<file path="config.mk">
export PLATFORM = sky130hd
export DESIGN_NAME = rsps_strap_select
export DESIGN_NICKNAME = d
export VERILOG_FILES = /design/src/verilog/rsps_pkg.sv /design/src/verilog/rsps_strap_select.sv
export SDC_FILE = /design/constraint.sdc
export NUM_CORES = 1
export LEC_CHECK = 0
export BUFFER_PORTS_ARGS = -buffer_cell sky130_fd_sc_hd__buf_4
export CELL_PAD_IN_SITES_DETAIL_PLACEMENT = 1
export CELL_PAD_IN_SITES_GLOBAL_PLACEMENT = 2
export CORE_ASPECT_RATIO = 0.6
export CORE_MARGIN = 4
export CORE_UTILIZATION = 27
export CTS_BUF_LIST = sky130_fd_sc_hd__clkbuf_8
export DETAILED_ROUTE_END_ITERATION = 8
export GPL_ROUTABILITY_DRIVEN = 0
export GPL_TIMING_DRIVEN = 0
export PLACE_DENSITY = 0.9
export SLEW_MARGIN = 20
export SYNTH_ARGS = -nofsm -noshare
export SYNTH_HDL_FRONTEND = slang
export SYNTH_SLANG_ARGS = --single-unit
</file>
<file path="constraint.sdc">
create_clock -name clk -period 1.61 [get_ports clk]
set_input_delay 0.161 -clock clk [delete_from_list [all_inputs] [get_ports clk]]
set_output_delay 0.161 -clock clk [all_outputs]
set_load 0.02 [all_outputs]
</file>
<file path="src/verilog/rsps_pkg.sv">
/*
  Package for the reset strap peripheral select block: register offset,
  strap field positions, reset values and the selection encodings.
  Assumes nothing of its surroundings.
*/
package rsps_pkg;

  localparam logic [31:0] PERIPHERAL_CONFIG_OFFSET = 32'h01b3f000;
  localparam logic [31:0] PERIPHERAL_CONFIG_RESET  = 32'h0000_0000;

  // Field positions of the read-back status word.
  localparam int ST_PCI_SEL   = 0;
  localparam int ST_ETH_SEL   = 1;
  localparam int ST_HOST_WIDE = 2;
  localparam int ST_EEPROM    = 3;
  localparam int ST_BAD_STRAP = 4;
  localparam int ST_CAPTURED  = 5;
  localparam int ST_WIDTH     = 6;

  // Pad owner encoding for the shared host data pads.
  typedef enum logic [1:0]
  {
    RSPS_OWN_OFF  = 2'b00,
    RSPS_OWN_HOST = 2'b01,
    RSPS_OWN_ETH  = 2'b10,
    RSPS_OWN_PCI  = 2'b11
  } rsps_owner_e;

endpackage : rsps_pkg

</file>
<file path="src/verilog/rsps_strap_select.sv">
/*
  Strap capture and shared pad ownership decode.
  Assumes the straps are board resistors, stable while rst_n is low, and that
  the register port comes from logic on clk.
*/
`timescale 1ns/10ps
module rsps_strap_select
(
  input  wire logic        clk,
  input  wire logic        rst_n,
  input  wire logic        pci_select_strap,
  input  wire logic        ethernet_select_strap,
  input  wire logic        host_width_strap,
  input  wire logic        eeprom_autoinit_strap,
  input  wire logic        reserved_low_strap,
  input  wire logic        cfg_wr,
  input  wire logic        cfg_rd,
  input  wire logic [31:0] cfg_addr,
  input  wire logic [31:0] cfg_wdata,
  output logic      [31:0] cfg_rdata,
  output logic      [31:0] peripheral_config,
  output logic      [31:0] strap_status,
  output logic             host_port_en,
  output logic             host_port_32bit,
  output logic             host_port_16bit,
  output logic             pci_en,
  output logic             pci_eeprom_load,
  output logic             ethernet_ethernet_select_strap,
  output logic             upper_gpio_group_en,
  output logic             lower_gpio_group_en,
  output logic             timers_i2c_en,
  output logic      [1:0]  host_lower_data_pads_owner,
  output logic      [1:0]  host_upper_data_pads_owner,
  output logic             pci_only_pads_oe,
  output logic             invalid_strap
);

  //////////////////////////////////////////////////////////////////////////
  // Strap synchronisers. Straps come from pads, so two flops first.

  logic [4:0] sync1_q, sync1_d;
  logic [4:0] sync2_q, sync2_d;

  always_comb
  begin
    sync1_d = {reserved_low_strap, eeprom_autoinit_strap, host_width_strap,
               ethernet_select_strap, pci_select_strap};
    sync2_d = sync1_q;
  end

  always_ff @(posedge clk or negedge rst_n)
  begin
    if (!rst_n)
    begin
      sync1_q <= 5'h00;
      sync2_q <= 5'h00;
    end
    else
    begin
      sync1_q <= sync1_d;
      sync2_q <= sync2_d;
    end
  end

  //////////////////////////////////////////////////////////////////////////
  // Capture. The async reset cannot load a pin, so the straps are taken on
  // the first edge after release once the synchroniser has filled; the pads
  // stay off until then, except the lower GPIO group and timers/I2C enables, which are always on.

  logic [1:0] fill_q, fill_d;
  logic       cap_q, cap_d;
  logic [4:0] strap_q, strap_d;

  always_comb
  begin
    fill_d  = fill_q;
    cap_d   = cap_q;
    strap_d = strap_q;
    if (fill_q != 2'h2)
    begin
      fill_d = fill_q + 2'h1;
    end
    else if (!cap_q)
    begin
      strap_d = sync2_q;
      cap_d   = 1'b1;
    end
  end

  always_ff @(posedge clk or negedge rst_n)
  begin
    if (!rst_n)
    begin
      fill_q  <= 2'h0;
      cap_q   <= 1'b0;
      strap_q <= 5'h00;
    end
    else
    begin
      fill_q  <= fill_d;
      cap_q   <= cap_d;
      strap_q <= strap_d;
    end
  end

  //////////////////////////////////////////////////////////////////////////
  // Software configuration register, writable once the straps are captured.

  logic [31:0] cfg_q, cfg_d;
  logic        hit;

  always_comb
  begin
    hit   = (cfg_addr == rsps_pkg::PERIPHERAL_CONFIG_OFFSET);
    cfg_d = cfg_q;
    if (cfg_wr && hit && cap_q)
    begin
      cfg_d = cfg_wdata;
    end
  end

  always_ff @(posedge clk or negedge rst_n)
  begin
    if (!rst_n)
    begin
      cfg_q <= rsps_pkg::PERIPHERAL_CONFIG_RESET;
    end
    else
    begin
      cfg_q <= cfg_d;
    end
  end

  //////////////////////////////////////////////////////////////////////////
  // Decode of the held straps into pad ownership.

  logic pci, eth, wide, eep, bad;
  logic [31:0] st;

  always_comb
  begin
    pci  = strap_q[0];
    eth  = strap_q[1];
    wide = strap_q[2];
    eep  = strap_q[3];
    bad  = strap_q[4] && cap_q;
    host_port_en        = cap_q && !pci && !(eth && wide);
    host_port_32bit     = host_port_en && wide && !eth;
    host_port_16bit     = host_port_en && !wide;
    pci_en              = cap_q && pci;
    pci_eeprom_load     = pci_en && eep;
    ethernet_ethernet_select_strap     = cap_q && !pci && eth;
    upper_gpio_group_en = cap_q && !pci;
    lower_gpio_group_en = 1'b1;
    timers_i2c_en       = 1'b1;
    pci_only_pads_oe    = pci_en;
    // One owner per pad group, so users can never collide.
    host_lower_data_pads_owner = rsps_pkg::RSPS_OWN_OFF;
    host_upper_data_pads_owner = rsps_pkg::RSPS_OWN_OFF;
    if (pci_en)
    begin
      host_lower_data_pads_owner = rsps_pkg::RSPS_OWN_PCI;
      host_upper_data_pads_owner = rsps_pkg::RSPS_OWN_PCI;
    end
    else if (cap_q)
    begin
      if (host_port_en)
      begin
        host_lower_data_pads_owner = rsps_pkg::RSPS_OWN_HOST;
      end
      if (ethernet_ethernet_select_strap)
      begin
        host_upper_data_pads_owner = rsps_pkg::RSPS_OWN_ETH;
      end
      else if (host_port_32bit)
      begin
        host_upper_data_pads_owner = rsps_pkg::RSPS_OWN_HOST;
      end
    end
    st = 32'h0000_0000;
    st[rsps_pkg::ST_PCI_SEL]   = pci;
    st[rsps_pkg::ST_ETH_SEL]   = eth;
    st[rsps_pkg::ST_HOST_WIDE] = wide;
    st[rsps_pkg::ST_EEPROM]    = eep;
    st[rsps_pkg::ST_BAD_STRAP] = bad;
    st[rsps_pkg::ST_CAPTURED]  = cap_q;
  end

  assign invalid_strap     = bad;
  assign peripheral_config = cfg_q;
  assign strap_status      = st;

  //////////////////////////////////////////////////////////////////////////
  // Read port, registered data.

  logic [31:0] rd_q, rd_d;

  always_comb
  begin
    rd_d = rd_q;
    if (cfg_rd)
    begin
      rd_d = hit ? cfg_q : 32'h0000_0000;
    end
  end

  always_ff @(posedge clk or negedge rst_n)
  begin
    if (!rst_n)
    begin
      rd_q <= 32'h0000_0000;
    end
    else
    begin
      rd_q <= rd_d;
    end
  end

  assign cfg_rdata = rd_q;

  //////////////////////////////////////////////////////////////////////////
  // Checks.

  property p_hold;
    @(posedge clk) disable iff (!rst_n) $past(cap_q) |-> $stable(strap_q);
  endproperty
  a_hold: assert property (p_hold) else $error("strap changed after capture");

  property p_capture;
    @(posedge clk) disable iff (!rst_n) (fill_q == 2'h2 && !cap_q) |=> (cap_q && strap_q == $past(sync2_q));
  endproperty
  a_capture: assert property (p_capture) else $error("strap not captured");

  property p_pci_host;
    @(posedge clk) disable iff (!rst_n) pci_en |-> (!host_port_en && !ethernet_ethernet_select_strap && !upper_gpio_group_en);
  endproperty
  a_pci_host: assert property (p_pci_host) else $error("pci mode left other users on");

  property p_eth;
    @(posedge clk) disable iff (!rst_n) ethernet_ethernet_select_strap == (cap_q && !strap_q[0] && strap_q[1]);
  endproperty
  a_eth: assert property (p_eth) else $error("ethernet enable wrong");

  property p_eeprom;
    @(posedge clk) disable iff (!rst_n) pci_eeprom_load |-> (pci_en && strap_q[3]);
  endproperty
  a_eeprom: assert property (p_eeprom) else $error("eeprom load wrong");

  property p_upper;
    @(posedge clk) disable iff (!rst_n)
      (cap_q && !strap_q[0] && !strap_q[1] && !strap_q[2]) |-> host_upper_data_pads_owner == rsps_pkg::RSPS_OWN_OFF;
  endproperty
  a_upper: assert property (p_upper) else $error("upper pads not off in 16-bit");

  property p_eth_wide;
    @(posedge clk) disable iff (!rst_n) (cap_q && !strap_q[0] && strap_q[1] && strap_q[2]) |-> !host_port_en;
  endproperty
  a_eth_wide: assert property (p_eth_wide) else $error("host on with ethernet wide");

  property p_precap;
    @(posedge clk) disable iff (!rst_n) !cap_q |-> (!host_port_en && !pci_en && !pci_only_pads_oe);
  endproperty
  a_precap: assert property (p_precap) else $error("pads driven before capture");

  property p_no_eeprom;
    @(posedge clk) disable iff (!rst_n) (pci_en && !strap_q[3]) |-> !pci_eeprom_load;
  endproperty
  a_no_eeprom: assert property (p_no_eeprom) else $error("eeprom load with strap low");

  property p_pci_pads;
    @(posedge clk) disable iff (!rst_n)
      pci_en |-> (pci_only_pads_oe && host_lower_data_pads_owner == rsps_pkg::RSPS_OWN_PCI
                  && host_upper_data_pads_owner == rsps_pkg::RSPS_OWN_PCI);
  endproperty
  a_pci_pads: assert property (p_pci_pads) else $error("pci mode pads not owned by pci");

  property p_host_pads;
    @(posedge clk) disable iff (!rst_n)
      (cap_q && !strap_q[0]) |-> (!pci_only_pads_oe && host_lower_data_pads_owner != rsps_pkg::RSPS_OWN_PCI
                                  && host_upper_data_pads_owner != rsps_pkg::RSPS_OWN_PCI);
  endproperty
  a_host_pads: assert property (p_host_pads) else $error("pci pads driven with pci off");

  c_pci:  cover property (@(posedge clk) disable iff (!rst_n) pci_eeprom_load);
  c_eth:  cover property (@(posedge clk) disable iff (!rst_n) ethernet_ethernet_select_strap && host_port_16bit);
  c_wide: cover property (@(posedge clk) disable iff (!rst_n) host_port_32bit);
  c_pci_plain: cover property (@(posedge clk) disable iff (!rst_n) pci_en && !pci_eeprom_load);
  c_bad:  cover property (@(posedge clk) disable iff (!rst_n) invalid_strap);

endmodule : rsps_strap_select

</file>
**Yosys cells after proc, flatten, opt, wreduce, memory -nomap -nowiden**

Cells that the tools add are included.

- Equality and inequality tests: 2
- Reduce and logical (&&, ||, !) cells: 17
- Muxes and demuxes: 8
- Bitwise logic cells: 2
- Add/subtract/negate cells: 1

Operator list:

| cell | count |
|---|---|
| $eq 32x25->1 const B | 1 |
| $mux 32 | 1 |
| $logic_and 1x1->1 | 12 |
| $mux 2 | 4 |
| $logic_not 1->1 | 4 |
| $mux 1 | 3 |
| $add 2x1->2 const B | 1 |
| $ne 2x2->1 const B | 1 |
| $not 1->1 | 2 |
| $reduce_and 2->1 | 1 |

- Flip-flop bits (word level): 82
- Logic and storage cells: 37
- Output and inout port bits: 111
- Input bits: 73

**Logic depth before layout (Yosys ltp)**

Gate-level depths: netlist of run 1.

- Word-level depth: 9
- Mapped depth: 6
- Mapped depth without buffers: 4

**Least setup slack after synthesis of run 1**

No wires, ideal clock.

- Path type: reg-to-output
- From: register strap_q[0]
- To: output host_upper_data_pads_owner[0]
- Path slack: 32 ps
- Stages on the path, launching flop included: 4
- Arrival: 1417 ps
- Buffers on the path: 0
- Path through: dfrtp_1 -> nand2b_1 -> nor3b_1 -> or2_2

- Cells in the longest elaborated chain, start to end: 9

Ends and longest elaborated chain:

| item | line | RTL |
|---|---|---|
| from (decl) | rsps_strap_select.sv:72 | `logic [4:0] strap_q, strap_d;` |
| from (signal assigned) | rsps_strap_select.sv:102 | `strap_q <= strap_d;` |
| $logic_not 1->1 | rsps_strap_select.sv:147 | `host_port_en = cap_q && !pci && !(eth && wide);` |
| $logic_and 1x1->1 (2 in series) | rsps_strap_select.sv:147 |  |
| $logic_and 1x1->1 (2 in series) | rsps_strap_select.sv:148 | `host_port_32bit = host_port_en && wide && !eth;` |
| named net host_port_32bit | rsps_strap_select.sv:24 | `output logic host_port_32bit,` |
| $mux 1 | rsps_strap_select.sv:175 | `else if (host_port_32bit)` |
| $mux 2 | rsps_strap_select.sv:171 | `if (ethernet_ethernet_select_strap)` |
| $mux 2 | rsps_strap_select.sv:165 | `else if (cap_q)` |
| $mux 2 | rsps_strap_select.sv:160 | `if (pci_en)` |
| to (decl) | rsps_strap_select.sv:33 | `output logic [1:0] host_upper_data_pads_owner,` |

The timed path passes the listed nets, and every way through them passes these cells.

**Worst setup path in the final report of run 1**

- From: register strap_q[0]
- To: output host_upper_data_pads_owner[1]

- Cells in the longest elaborated chain, start to end: 6

Ends and longest elaborated chain:

| item | line | RTL |
|---|---|---|
| $logic_not 1->1 | rsps_strap_select.sv:152 | `ethernet_ethernet_select_strap = cap_q && !pci && eth;` |
| $logic_and 1x1->1 (2 in series) | rsps_strap_select.sv:152 |  |
| $mux 2 | rsps_strap_select.sv:171 |  |
| $mux 2 | rsps_strap_select.sv:165 |  |
| $mux 2 (*) | rsps_strap_select.sv:160 |  |

Every way passes the cells marked *; elsewhere a longest branch is shown, timed or not.

==> reports/summary.md, run 1 <==
- **Post-Place Cell Area** 4940 µm²
- **worst vdd ir** 304 µV
- **flop-to-flop setup slack** 0.07 ns
- **final hold violation count** 0
- **Routed WL** 10800 µm
- **measured slew at the worst slew-check pin** 0.759 ns
- **library cell occupying the most area in the post-synthesis netlist** dfrtp_1
- **die boundary width** 155 µm
- **post-DR vias/cell** 4.20
- **HPWL after detailed placement** 8370 µm
- **cell class contributing the biggest share of worst-path delay** simple AND/OR/NAND/NOR gates
- **area grow syn2layout** 52.4%
- **Yosys reg bits** 82
- **Total Nets Final** 578
- **design internal power** 3.01 mW
- **power consumption** 4.00 mW
- **DR DRC count** 0
- **Worst Slack Setup Final** 0.00702 ns
- **synth cell count leaders** 82 x dfrtp_1, 36 x buf_4, 35 x mux2_2
- **DRT antenna net count** 0
- **critical-path cell list** nand2b_4, inv_2, and2_4, or2_4, buf_6
- **Clk network pwr share** 0.363
- **category of the most critical setup path** register to output pin
- **setup repair after global routing missed its margin** yes
- **CP Capture Type** output pin
- **# H-tree levels** 3
- **diode count** 0
- **Critical Path Max Stage Delay** 0.39 ns
- **number of warnings issued by yosys** 0
- **initial cell density of the core** 0.283
- **number of buffer and inverter instances along the worst setup path** 2
- **pre-CTS setup slack** -0.488 ns
- **total power divided by cell area** 752 nW/µm²
- **detailed-routing iteration count for the pre-antenna-repair pass** 4
- **Static Leakage** 2.69 nW
- **Data arrival, critical path** 1.44 ns
- **sink count of the clock tree** 82
- **Core Area** 12300 µm²
- **Peak Freq** 624 MHz
- **switching share of total power** 0.246
- **routed length per instance** 16.1 µm
- **reg-to-reg startpoint** cap_q$_DFFE_PN0N_
- **crit share post-route** 0.996
- **reported net switching power** 984 µW
- **latest clock arrival within the worst-skew pair** 0.35 ns
- **combinational cell fraction of total power** 0.115
- **global-route wire length before repair** 17000 µm
- **deepest clock path buffer count** 2
- **top fanout value on the critical path** 4
- **Final Setup Violations** 0
- **clock-pin slew reported for the worst setup and hold paths after clock tree synthesis** 0.08 ns
- **data required time at the worst endpoint** 1.45 ns
- **worst min-delay path category** primary input to register
- **most used flip-flop cell after synthesis** dfrtp_1
- **total global routing track utilization** 0.148
- **share of post-route cells with drive strength above 1** 0.520
- **number of distinct library cell variants in the gate-level netlist after synthesis** 28
- **Post-synth EDFFs** 0
- **area share of the largest cell type after synthesis** 0.589
- **number of antenna violations at the first check in global routing** 0
- **floorplan die area** 14800 µm²
- **sequential cell fraction of total power** 0.522
- **CTS tree** built
- **Seq/Total Area, Yosys** 0.589
- **gate count of the mapped netlist** 299
- **final slew viol count** 0
- **Die Y** 96.0 µm
- **number of global-route vias before repair** 3184
- **launch point of the worst path** strap_q[0]$_DFFE_PN0P_
- **Layout Cell Area excl Fill** 5310 µm²
- **pin count of the biggest net entering global routing** 83
- **via count of the routed design** 2826
- **post-synthesis instance area** 3480 µm²
- **Area contributors post-synth** dfrtp_1 59%, mux2_2 11%, buf_4 7.8%
- **Slowest cell on crit path** dfrtp_1
- **Tmin final** 1.60 ns
- **Synth Area per Inst** 11.7 µm²
- **final-layout fill cell count** 1373
- **cell with the most instances after synthesis** dfrtp_1
- **Max transition margin** 0.494
- **type of origin of the critical path** register
- **outcome** completed
- **Fin Clk Skew** 0.00871 ns
- **buffers added on ports** 154
- **worst hold start** cfg_wdata[10]
- **share of flip-flops with an asynchronous set or reset** 1.00
- **leftover overflow at the end of global routing** 0
- **Top-Level Pins** 184
- **Maximum Capacitance Violations** 0
- **standard-cell row count** 31
- **DRT iter0 DRCs** 76
- **Root Driver** clkbuf_8
- **number of buffers added by the clock tree synthesis step** 9
==> power by group through the flow <==
stage | clock network [mW] | logic [mW] | registers (mW)
after floorplan | 0 | 0.202 | 2.12
after global placement | 0 | 0.423 | 2.13
after detailed placement | 0 | 0.432 | 2.13
after CTS | 1.52 | 0.457 | 2.09
after global routing | 1.60 | 0.504 | 2.09
final | 1.45 | 0.461 | 2.09
==> worst register-to-register path, delay by kind of cell, from the launching register on <==
kind / cells / cell delay (ns)
multiplexers: 1 / 0.35
buffers and inverters: 3 / 0.45
flip-flops: 1 / 0.42
AND/OR/NAND/NOR: 2 / 0.23
==> final cells by class <==
type	instances	area, µm²	share of cell area
Clock buffer	9	124	0.0233
Inverter	34	128	0.0240
Clock inverter	6	60.1	0.0113
Sequential cell	82	2050	0.387
Tap cell	165	206	0.0389
Timing Repair Buffer	168	1300	0.245
Buffer	50	365	0.0688
Multi-Input combinational cell	159	1080	0.203
==> final timing paths <==
check	cells after the start	to
max reg2reg	6	peripheral_config[22]$_DFFE_PN0P_
min	2	peripheral_config[10]$_DFFE_PN0P_
min reg2reg	0	sync2_q[4]$_DFF_PN0_
min in group asynchronous	2	peripheral_config[10]$_DFFE_PN0P_
max	5	host_upper_data_pads_owner[1]
max in group asynchronous	2	cap_q$_DFFE_PN0N_
==> registers in the layout, indices dropped and copies added, names as in the netlist <==
name	count
cap_q	1
sync1_q	5
sync2_q	5
cfg_rdata	32
peripheral_config	32
strap_q	5
fill_q	2
==> through the flow <==
step / utilization / cells / TNS (ns) / hold slack, ns
finish: 0.431 / 673 / 0 / 0.0275
CTS: 0.428 / 671 / -0.00977 / 0.00118
floorplan: - / 325 / 0 / -0.135
global placement: 0.401 / 644 / -15.18 / 0.271
global route: 0.431 / 673 / -0.218 / 0.00909
detailed placement: 0.401 / 644 / -20.34 / 0.273
==> routing by layer <==
metal	global-route usage	part of all wire	up-vias
li1	-	-	1336
met1	0.181	0.42	1375
met2	0.248	0.48	103
met3	0.0620	0.087	12
met4	0.0309	0.0063	0
met5	0	0	-
==> layout by cell type (no fill, tap or decap), types with 2 or more instances in the layout <==
| master | n |
|---|---|
| mux2_1 | 2 |
| mux2_2 | 35 |
| buf_12 | 2 |
| clkbuf_8 | 9 |
| buf_4 | 194 |
| buf_2 | 3 |
| nand4_1 | 2 |
| dfrtp_1 | 81 |
| dlygate4sd3_1 | 7 |
| nor4bb_1 | 3 |
| o22ai_1 | 32 |
| buf_6 | 2 |
| buf_8 | 2 |
| conb_1 | 28 |
| nor4_1 | 4 |
| clkbuf_1 | 8 |
| and2_4 | 2 |
| nand2_1 | 34 |
| or2_2 | 3 |
| inv_1 | 34 |
| clkinv_2 | 2 |
==> logic make-up (layout without fill, tap and decap cells) <==
kind of cell / count (synthesis) / in the layout / synth area share
DFF: 82 / 82 / 0.589
buffers and inverters: 84 / 267 / 0.137
other: 2 / 28 / 0.00216
AOI/OAI and AO/OA: 34 / 34 / 0.0603
and+or+nand+nor: 58 / 58 / 0.0862
muxes: 37 / 37 / 0.120
adders and majority gates: 1 / 1 / 0.00359
xor gates and xnor gates: 1 / 1 / 0.00251
==> timing repair <==
item | 4_1_cts | 5_1_grt
resized for setup | 11 | 3
hold endpoints to repair | 6 | 82
setup buffers | 6 | 1
pin swaps | 2 | 1
endpoints found under the setup margin | 39 | 36
hold buffers | 6 | 1
Power figures use the tool's default switching activity.
==> run 2: changes to the inputs <==
==> constraint.sdc (replaced) <==
create_clock -name clk -period 1.7 [get_ports clk]
set_input_delay 0.17 -clock clk [delete_from_list [all_inputs] [get_ports clk]]
set_output_delay 0.17 -clock clk [all_outputs]
set_load 0.01 [all_outputs]
==> run 2 against run 1 <==
Compared with the run above:
- core utilization decreased by 0.21 points
- worst setup slack improved by 0.063 ns
- critical endpoint is now peripheral_config[4]$_DFFE_PN0P_
- design area decreased by 0.49%
- non-clock buffer count decreased by 1
- sequential share of layout area increased by 0.19 points
- cell count decreased by 0.15%
- clock power decreased by 6%
- die area unchanged
- sequential power decreased by 5%
==> reports/summary.md, run 2 (same netlist as run 1, synthesis figures left out) <==
- **outcome** completed
- **Clk network pwr share** 0.366
- **Maximum Capacitance Violations** 0
- **leftover overflow at the end of global routing** 0
- **area grow syn2layout** 51.7%
- **final slew viol count** 0
- **post-DR vias/cell** 4.22
- **# H-tree levels** 3
- **Total Nets Final** 577
- **worst min-delay path category** primary input to register
- **Post-Place Cell Area** 4940 µm²
- **share of post-route cells with drive strength above 1** 0.519
- **die boundary width** 155 µm
- **Util after Layout** 0.428
- **area taken by multi-input logic gates** 1080 µm²
- **switching share of total power** 0.236
- **cell class contributing the biggest share of worst-path delay** buffers and inverters
- **most frequent cells in the layout** 194 x buf_4, 81 x dfrtp_1, 35 x inv_1, 35 x mux2_2, 34 x nand2_1
- **Setup TNS Final** 0 ns
- **CTS tree** built
- **via count of the routed design** 2839
- **Register Area** 2050 µm²
- **buffers added on ports** 154
- **final-layout fill cell count** 1375
- **number of buffers added by the clock tree synthesis step** 9
- **Core Area** 12300 µm²
- **final hold violation count** 0
- **Final Setup Violations** 0
- **clock-pin slew reported for the worst setup and hold paths after clock tree synthesis** 0.08 ns
- **number of antenna violations at the first check in global routing** 0
- **Die Y** 96.0 µm
- **data required time at the worst endpoint** 1.93 ns
- **flop-to-flop setup slack** 0.07 ns
- **Peak Freq** 613 MHz
- **Static Leakage** 2.68 nW
- **critical-path cell list** buf_4, nand2_1, nor3_4, buf_12, buf_6, mux2_2
- **Data arrival, critical path** 1.86 ns
- **Fin Clk Skew** 0.0100 ns
- **CP Capture Type** register
- **top fanout value on the critical path** 10
- **floorplan die area** 14800 µm²
- **design internal power** 2.85 mW
- **global-route wire length before repair** 16900 µm
- **sequential cell fraction of total power** 0.530
- **diode count** 0
- **category of the most critical setup path** register to register
- **leading cell type in the layout, fill and taps excluded** buf_4
- **Max transition margin** 0.494
- **measured slew at the worst slew-check pin** 0.759 ns
- **Layout Cell Area excl Fill** 5290 µm²
- **pin count of the biggest net entering global routing** 83
- **latest clock arrival within the worst-skew pair** 0.35 ns
- **standard-cell row count** 31
- **power consumption** 3.73 mW
- **total global routing track utilization** 0.147
- **reported net switching power** 882 µW
- **Slowest cell on crit path** dfrtp_2
- **routed length per instance** 16.1 µm
- **sink count of the clock tree** 82
- **setup repair after global routing missed its margin** no
- **number of global-route vias before repair** 3188
- **DRT iter0 DRCs** 75
- **initial cell density of the core** 0.283
- **Root Driver** clkbuf_8
- **number of buffer and inverter instances along the worst setup path** 3
- **Tmin final** 1.63 ns
- **combinational cell fraction of total power** 0.104
- **DRT antenna net count** 0
- **Critical Path Max Stage Delay** 0.42 ns
- **Top-Level Pins** 184
- **total power divided by cell area** 706 nW/µm²
- **Routed WL** 10800 µm
- **HPWL after detailed placement** 8370 µm
- **detailed-routing iteration count for the pre-antenna-repair pass** 4
- **deepest clock path buffer count** 2
- **crit share post-route** 0.959
- **DR DRC count** 0
- **worst vdd ir** 288 µV
- **type of origin of the critical path** register
run 2: changes by cell type in the layout (fill, tap and decap cells not counted), sizes merged:
cell         before  now
dlygate4sd3       7    6
run 2: repair_timing:
action                                  4_1_cts  5_1_grt
pin swaps                                     1        0
resized for setup                             3        6
endpoints found under the setup margin       32        8
cloned                                        0        0
hold buffers                                  5        1
buffers inserted                              6        1
hold endpoints to repair                      5       82
run 2: cell type report:
class	count	share of cell area
Sequential cell	82	0.388
Timing Repair Buffer	167	0.244
Multi-Input combinational cell	159	0.204
Buffer	50	0.0661
Tap cell	165	0.0391
Inverter	34	0.0241
Clock buffer	9	0.0234
Clock inverter	6	0.0114
run 2: power groups by stage:
stage          clock, mW  sequential (mW)  combinational, mW
6_report            1.37             1.98              0.388
3_5_place_dp           0             2.02              0.362
3_3_place_gp           0             2.01              0.353
5_1_grt             1.52             1.98              0.429
2_1_floorplan          0             2.01              0.144
4_1_cts             1.44             1.98              0.380
run 2: final timing paths:
kind | cells after the start | startpoint | end
max | 6 | cap_q$_DFFE_PN0N_ | peripheral_config[4]$_DFFE_PN0P_
max in group asynchronous | 2 | rst_n | cap_q$_DFFE_PN0N_
min reg2reg | 0 | sync1_q[4]$_DFF_PN0_ | sync2_q[4]$_DFF_PN0_
max reg2reg | 6 | cap_q$_DFFE_PN0N_ | peripheral_config[4]$_DFFE_PN0P_
min | 2 | cfg_wdata[7] | peripheral_config[7]$_DFFE_PN0P_
min in group asynchronous | 2 | rst_n | peripheral_config[10]$_DFFE_PN0P_
run 2: per-stage QoR:
step           hold WS (ns)  instances  worst slack, ns
5_1_grt              0.0176        672          0.00288
3_3_place_gp          0.280        644           -0.325
2_1_floorplan        -0.126        325            0.152
6_report             0.0306        672           0.0696
3_5_place_dp          0.282        644           -0.407
4_1_cts             0.00348        670          0.00990
run 2: per-layer routing:
layer	vias to the layer above	track usage	wire, µm
li1	1330	-	-
met1	1394	0.179	4550
met2	103	0.247	5240
met3	12	0.0624	968
met4	0	0.0309	68
met5	-	0	0
==> run 3: changes to the inputs <==
--- a/config.mk
+++ b/config.mk
@@ -10,12 +10,12 @@
 export CELL_PAD_IN_SITES_GLOBAL_PLACEMENT = 2
 export CORE_ASPECT_RATIO = 0.6
 export CORE_MARGIN = 4
-export CORE_UTILIZATION = 27
+export CORE_UTILIZATION = 25
 export CTS_BUF_LIST = sky130_fd_sc_hd__clkbuf_8
 export DETAILED_ROUTE_END_ITERATION = 8
 export GPL_ROUTABILITY_DRIVEN = 0
 export GPL_TIMING_DRIVEN = 0
-export PLACE_DENSITY = 0.9
+export PLACE_DENSITY = 0.88
 export SLEW_MARGIN = 20
 export SYNTH_ARGS = -nofsm -noshare
 export SYNTH_HDL_FRONTEND = slang
==> constraint.sdc (replaced) <==
create_clock -name clk -period 1.42 [get_ports clk]
set_input_delay 0.142 -clock clk [delete_from_list [all_inputs] [get_ports clk]]
set_output_delay 0.142 -clock clk [all_outputs]
set_load 0.01 [all_outputs]
==> run 3 against run 2 <==
Compared with the run above:
- worst setup slack worse by 0.23 ns
- non-clock buffer count up 24
- sequential power up 20%
- the run now ends with negative setup slack left
- highest routed layer unchanged
- die area up 7.5%
- routed wire length up 6.7%
- global-route usage down 0.70 points
- clock power up 10%
- largest power group unchanged
- critical path type is now register to output pin
==> reports/summary.md, run 3 (same netlist as run 1, synthesis figures left out) <==
- **Core Area** 13700 µm²
- **final hold violation count** 0
- **Max transition margin** 0.484
- **measured slew at the worst slew-check pin** 0.773 ns
- **sink count of the clock tree** 82
- **global-route wire length before repair** 17700 µm
- **category of the most critical setup path** register to output pin
- **Static Leakage** 2.85 nW
- **final slew viol count** 0
- **routed length per instance** 16.0 µm
- **total global routing track utilization** 0.140
- **Data arrival, critical path** 1.43 ns
- **critical-path cell list** nand2b_4, inv_2, and2_4, or2_4, buf_6
- **Worst Slack Setup Final** -0.157 ns
- **worst min-delay path category** primary input to register
- **data required time at the worst endpoint** 1.28 ns
- **Util after Layout** 0.420
- **worst vdd ir** 325 µV
- **total power divided by cell area** 772 nW/µm²
- **standard-cell row count** 33
- **initial cell density of the core** 0.255
- **CTS tree** built
- **leading cell type in the layout, fill and taps excluded** buf_4
- **most frequent cells in the layout** 185 x buf_4, 80 x dfrtp_1, 35 x inv_1, 34 x nand2_1, 32 x o22ai_1
- **top fanout value on the critical path** 4
- **Critical Path Max Stage Delay** 0.45 ns
- **number of global-route vias before repair** 3302
- **buffers added on ports** 154
- **# H-tree levels** 3
- **die boundary width** 160 µm
- **failing checks** negative setup slack
- **Tmin final** 1.58 ns
- **Hold WS** 0.0239 ns
- **leftover overflow at the end of global routing** 0
- **detailed-routing iteration count for the pre-antenna-repair pass** 4
- **DR DRC count** 0
- **type of origin of the critical path** register
- **share of post-route cells with drive strength above 1** 0.521
- **cell class contributing the biggest share of worst-path delay** simple AND/OR/NAND/NOR gates
- **outcome** finished, violations left
- **clock-pin slew reported for the worst setup and hold paths after clock tree synthesis** 0.09 ns
- **DRT antenna net count** 0
- **Root Driver** clkbuf_8
- **diode count** 0
- **latest clock arrival within the worst-skew pair** 0.35 ns
- **Peak Freq** 634 MHz
- **number of buffer and inverter instances along the worst setup path** 2
- **Maximum Capacitance Violations** 0
- **Post-Place Cell Area** 4990 µm²
- **Routed WL** 11600 µm
- **Final Setup Violations** 42
- **number of buffers added by the clock tree synthesis step** 9
- **deepest clock path buffer count** 2
- **Layout Cell Area excl Fill** 5730 µm²
- **number of antenna violations at the first check in global routing** 0
- **pin count of the biggest net entering global routing** 83
- **floorplan die area** 16000 µm²
- **via count of the routed design** 2957
- **final-layout fill cell count** 1528
- **Top-Level Pins** 184
- **area grow syn2layout** 64.6%
- **Setup TNS Final** -4.71 ns
- **HPWL after detailed placement** 8410 µm
- **post-DR vias/cell** 4.08
- **CP Capture Type** output pin
- **setup repair after global routing missed its margin** yes
- **Total Nets Final** 601
- **Fin Clk Skew** 0.0110 ns
- **crit share post-route** 1.11
- **DRT iter0 DRCs** 59
- **Die Y** 99.5 µm
- **Slowest cell on crit path** dfrtp_2
run 3: cell count changes in the layout (fill, tap and decap cells not counted), sizes merged:
cell / before / now
buf: 203 / 207
dlygate4sd3: 6 / 25
clkinv: 3 / 1
clkbuf: 17 / 19
inv: 35 / 36
clkinvlp: 1 / 3
bufinv: 1 / 0
run 3: final timing paths:
path	start	to	slack (ns)	depth (start not counted)
setup / recovery	cap_q$_DFFE_PN0N_	host_upper_data_pads_owner[1]	-0.16	5
hold / removal	cfg_wdata[3]	peripheral_config[3]$_DFFE_PN0P_	0.02	2
setup reg to reg	cap_q$_DFFE_PN0N_	peripheral_config[28]$_DFFE_PN0P_	-0.15	6
hold reg to reg	sync1_q[0]$_DFF_PN0_	sync2_q[0]$_DFF_PN0_	0.35	0
max in group asynchronous	rst_n	cap_q$_DFFE_PN0N_	0.42	2
min in group asynchronous	rst_n	peripheral_config[5]$_DFFE_PN0P_	0.38	2
run 3: per-stage QoR:
step / setup slack (ns) / std cells / power (mW)
2_1_floorplan: -0.0702 / 325 / 2.58
3_3_place_gp: -0.527 / 671 / 2.84
3_5_place_dp: -0.596 / 671 / 2.85
4_1_cts: -0.175 / 715 / 4.47
5_1_grt: -0.234 / 724 / 4.68
6_report: -0.157 / 724 / 4.43
run 3: per-layer routing:
layer  part of all wire  GRT usage
met1               0.42      0.172
met2               0.50      0.236
met3              0.073     0.0567
met4             0.0089     0.0278
met5                  0          0
run 3: cell type report:
cell class,instances,area (µm²),share of cell area
Buffer,49,382,0.0666
Clock buffer,10,138,0.0240
Clock inverter,6,35.0,0.00611
Inverter,34,128,0.0223
Multi-Input combinational cell,159,1150,0.201
Sequential cell,82,2050,0.358
Tap cell,192,240,0.0419
Timing Repair Buffer,192,1600,0.280
run 3: timing repair:
item,CTS,global route
endpoints found under the hold margin,19,87
gates cloned,0,2
gates resized for setup,28,17
pin swaps,3,1
setup endpoints to repair,54,79
buffers inserted,9,2
hold buffers,19,6
run 3: worst reg2reg max path, stage by stage (launching register included):
cell and delay (ns):
dfrtp_2 0.42, buf_4 0.14, nand2_1 0.08, nor3_4 0.16
buf_12 0.17, clkbuf_16 0.16, mux2_2 0.33
run 3: power breakdown:
part	switching, mW	internal (mW)
Sequential	0.0128	2.35
Clock	0.838	0.667
Combinational	0.228	0.326
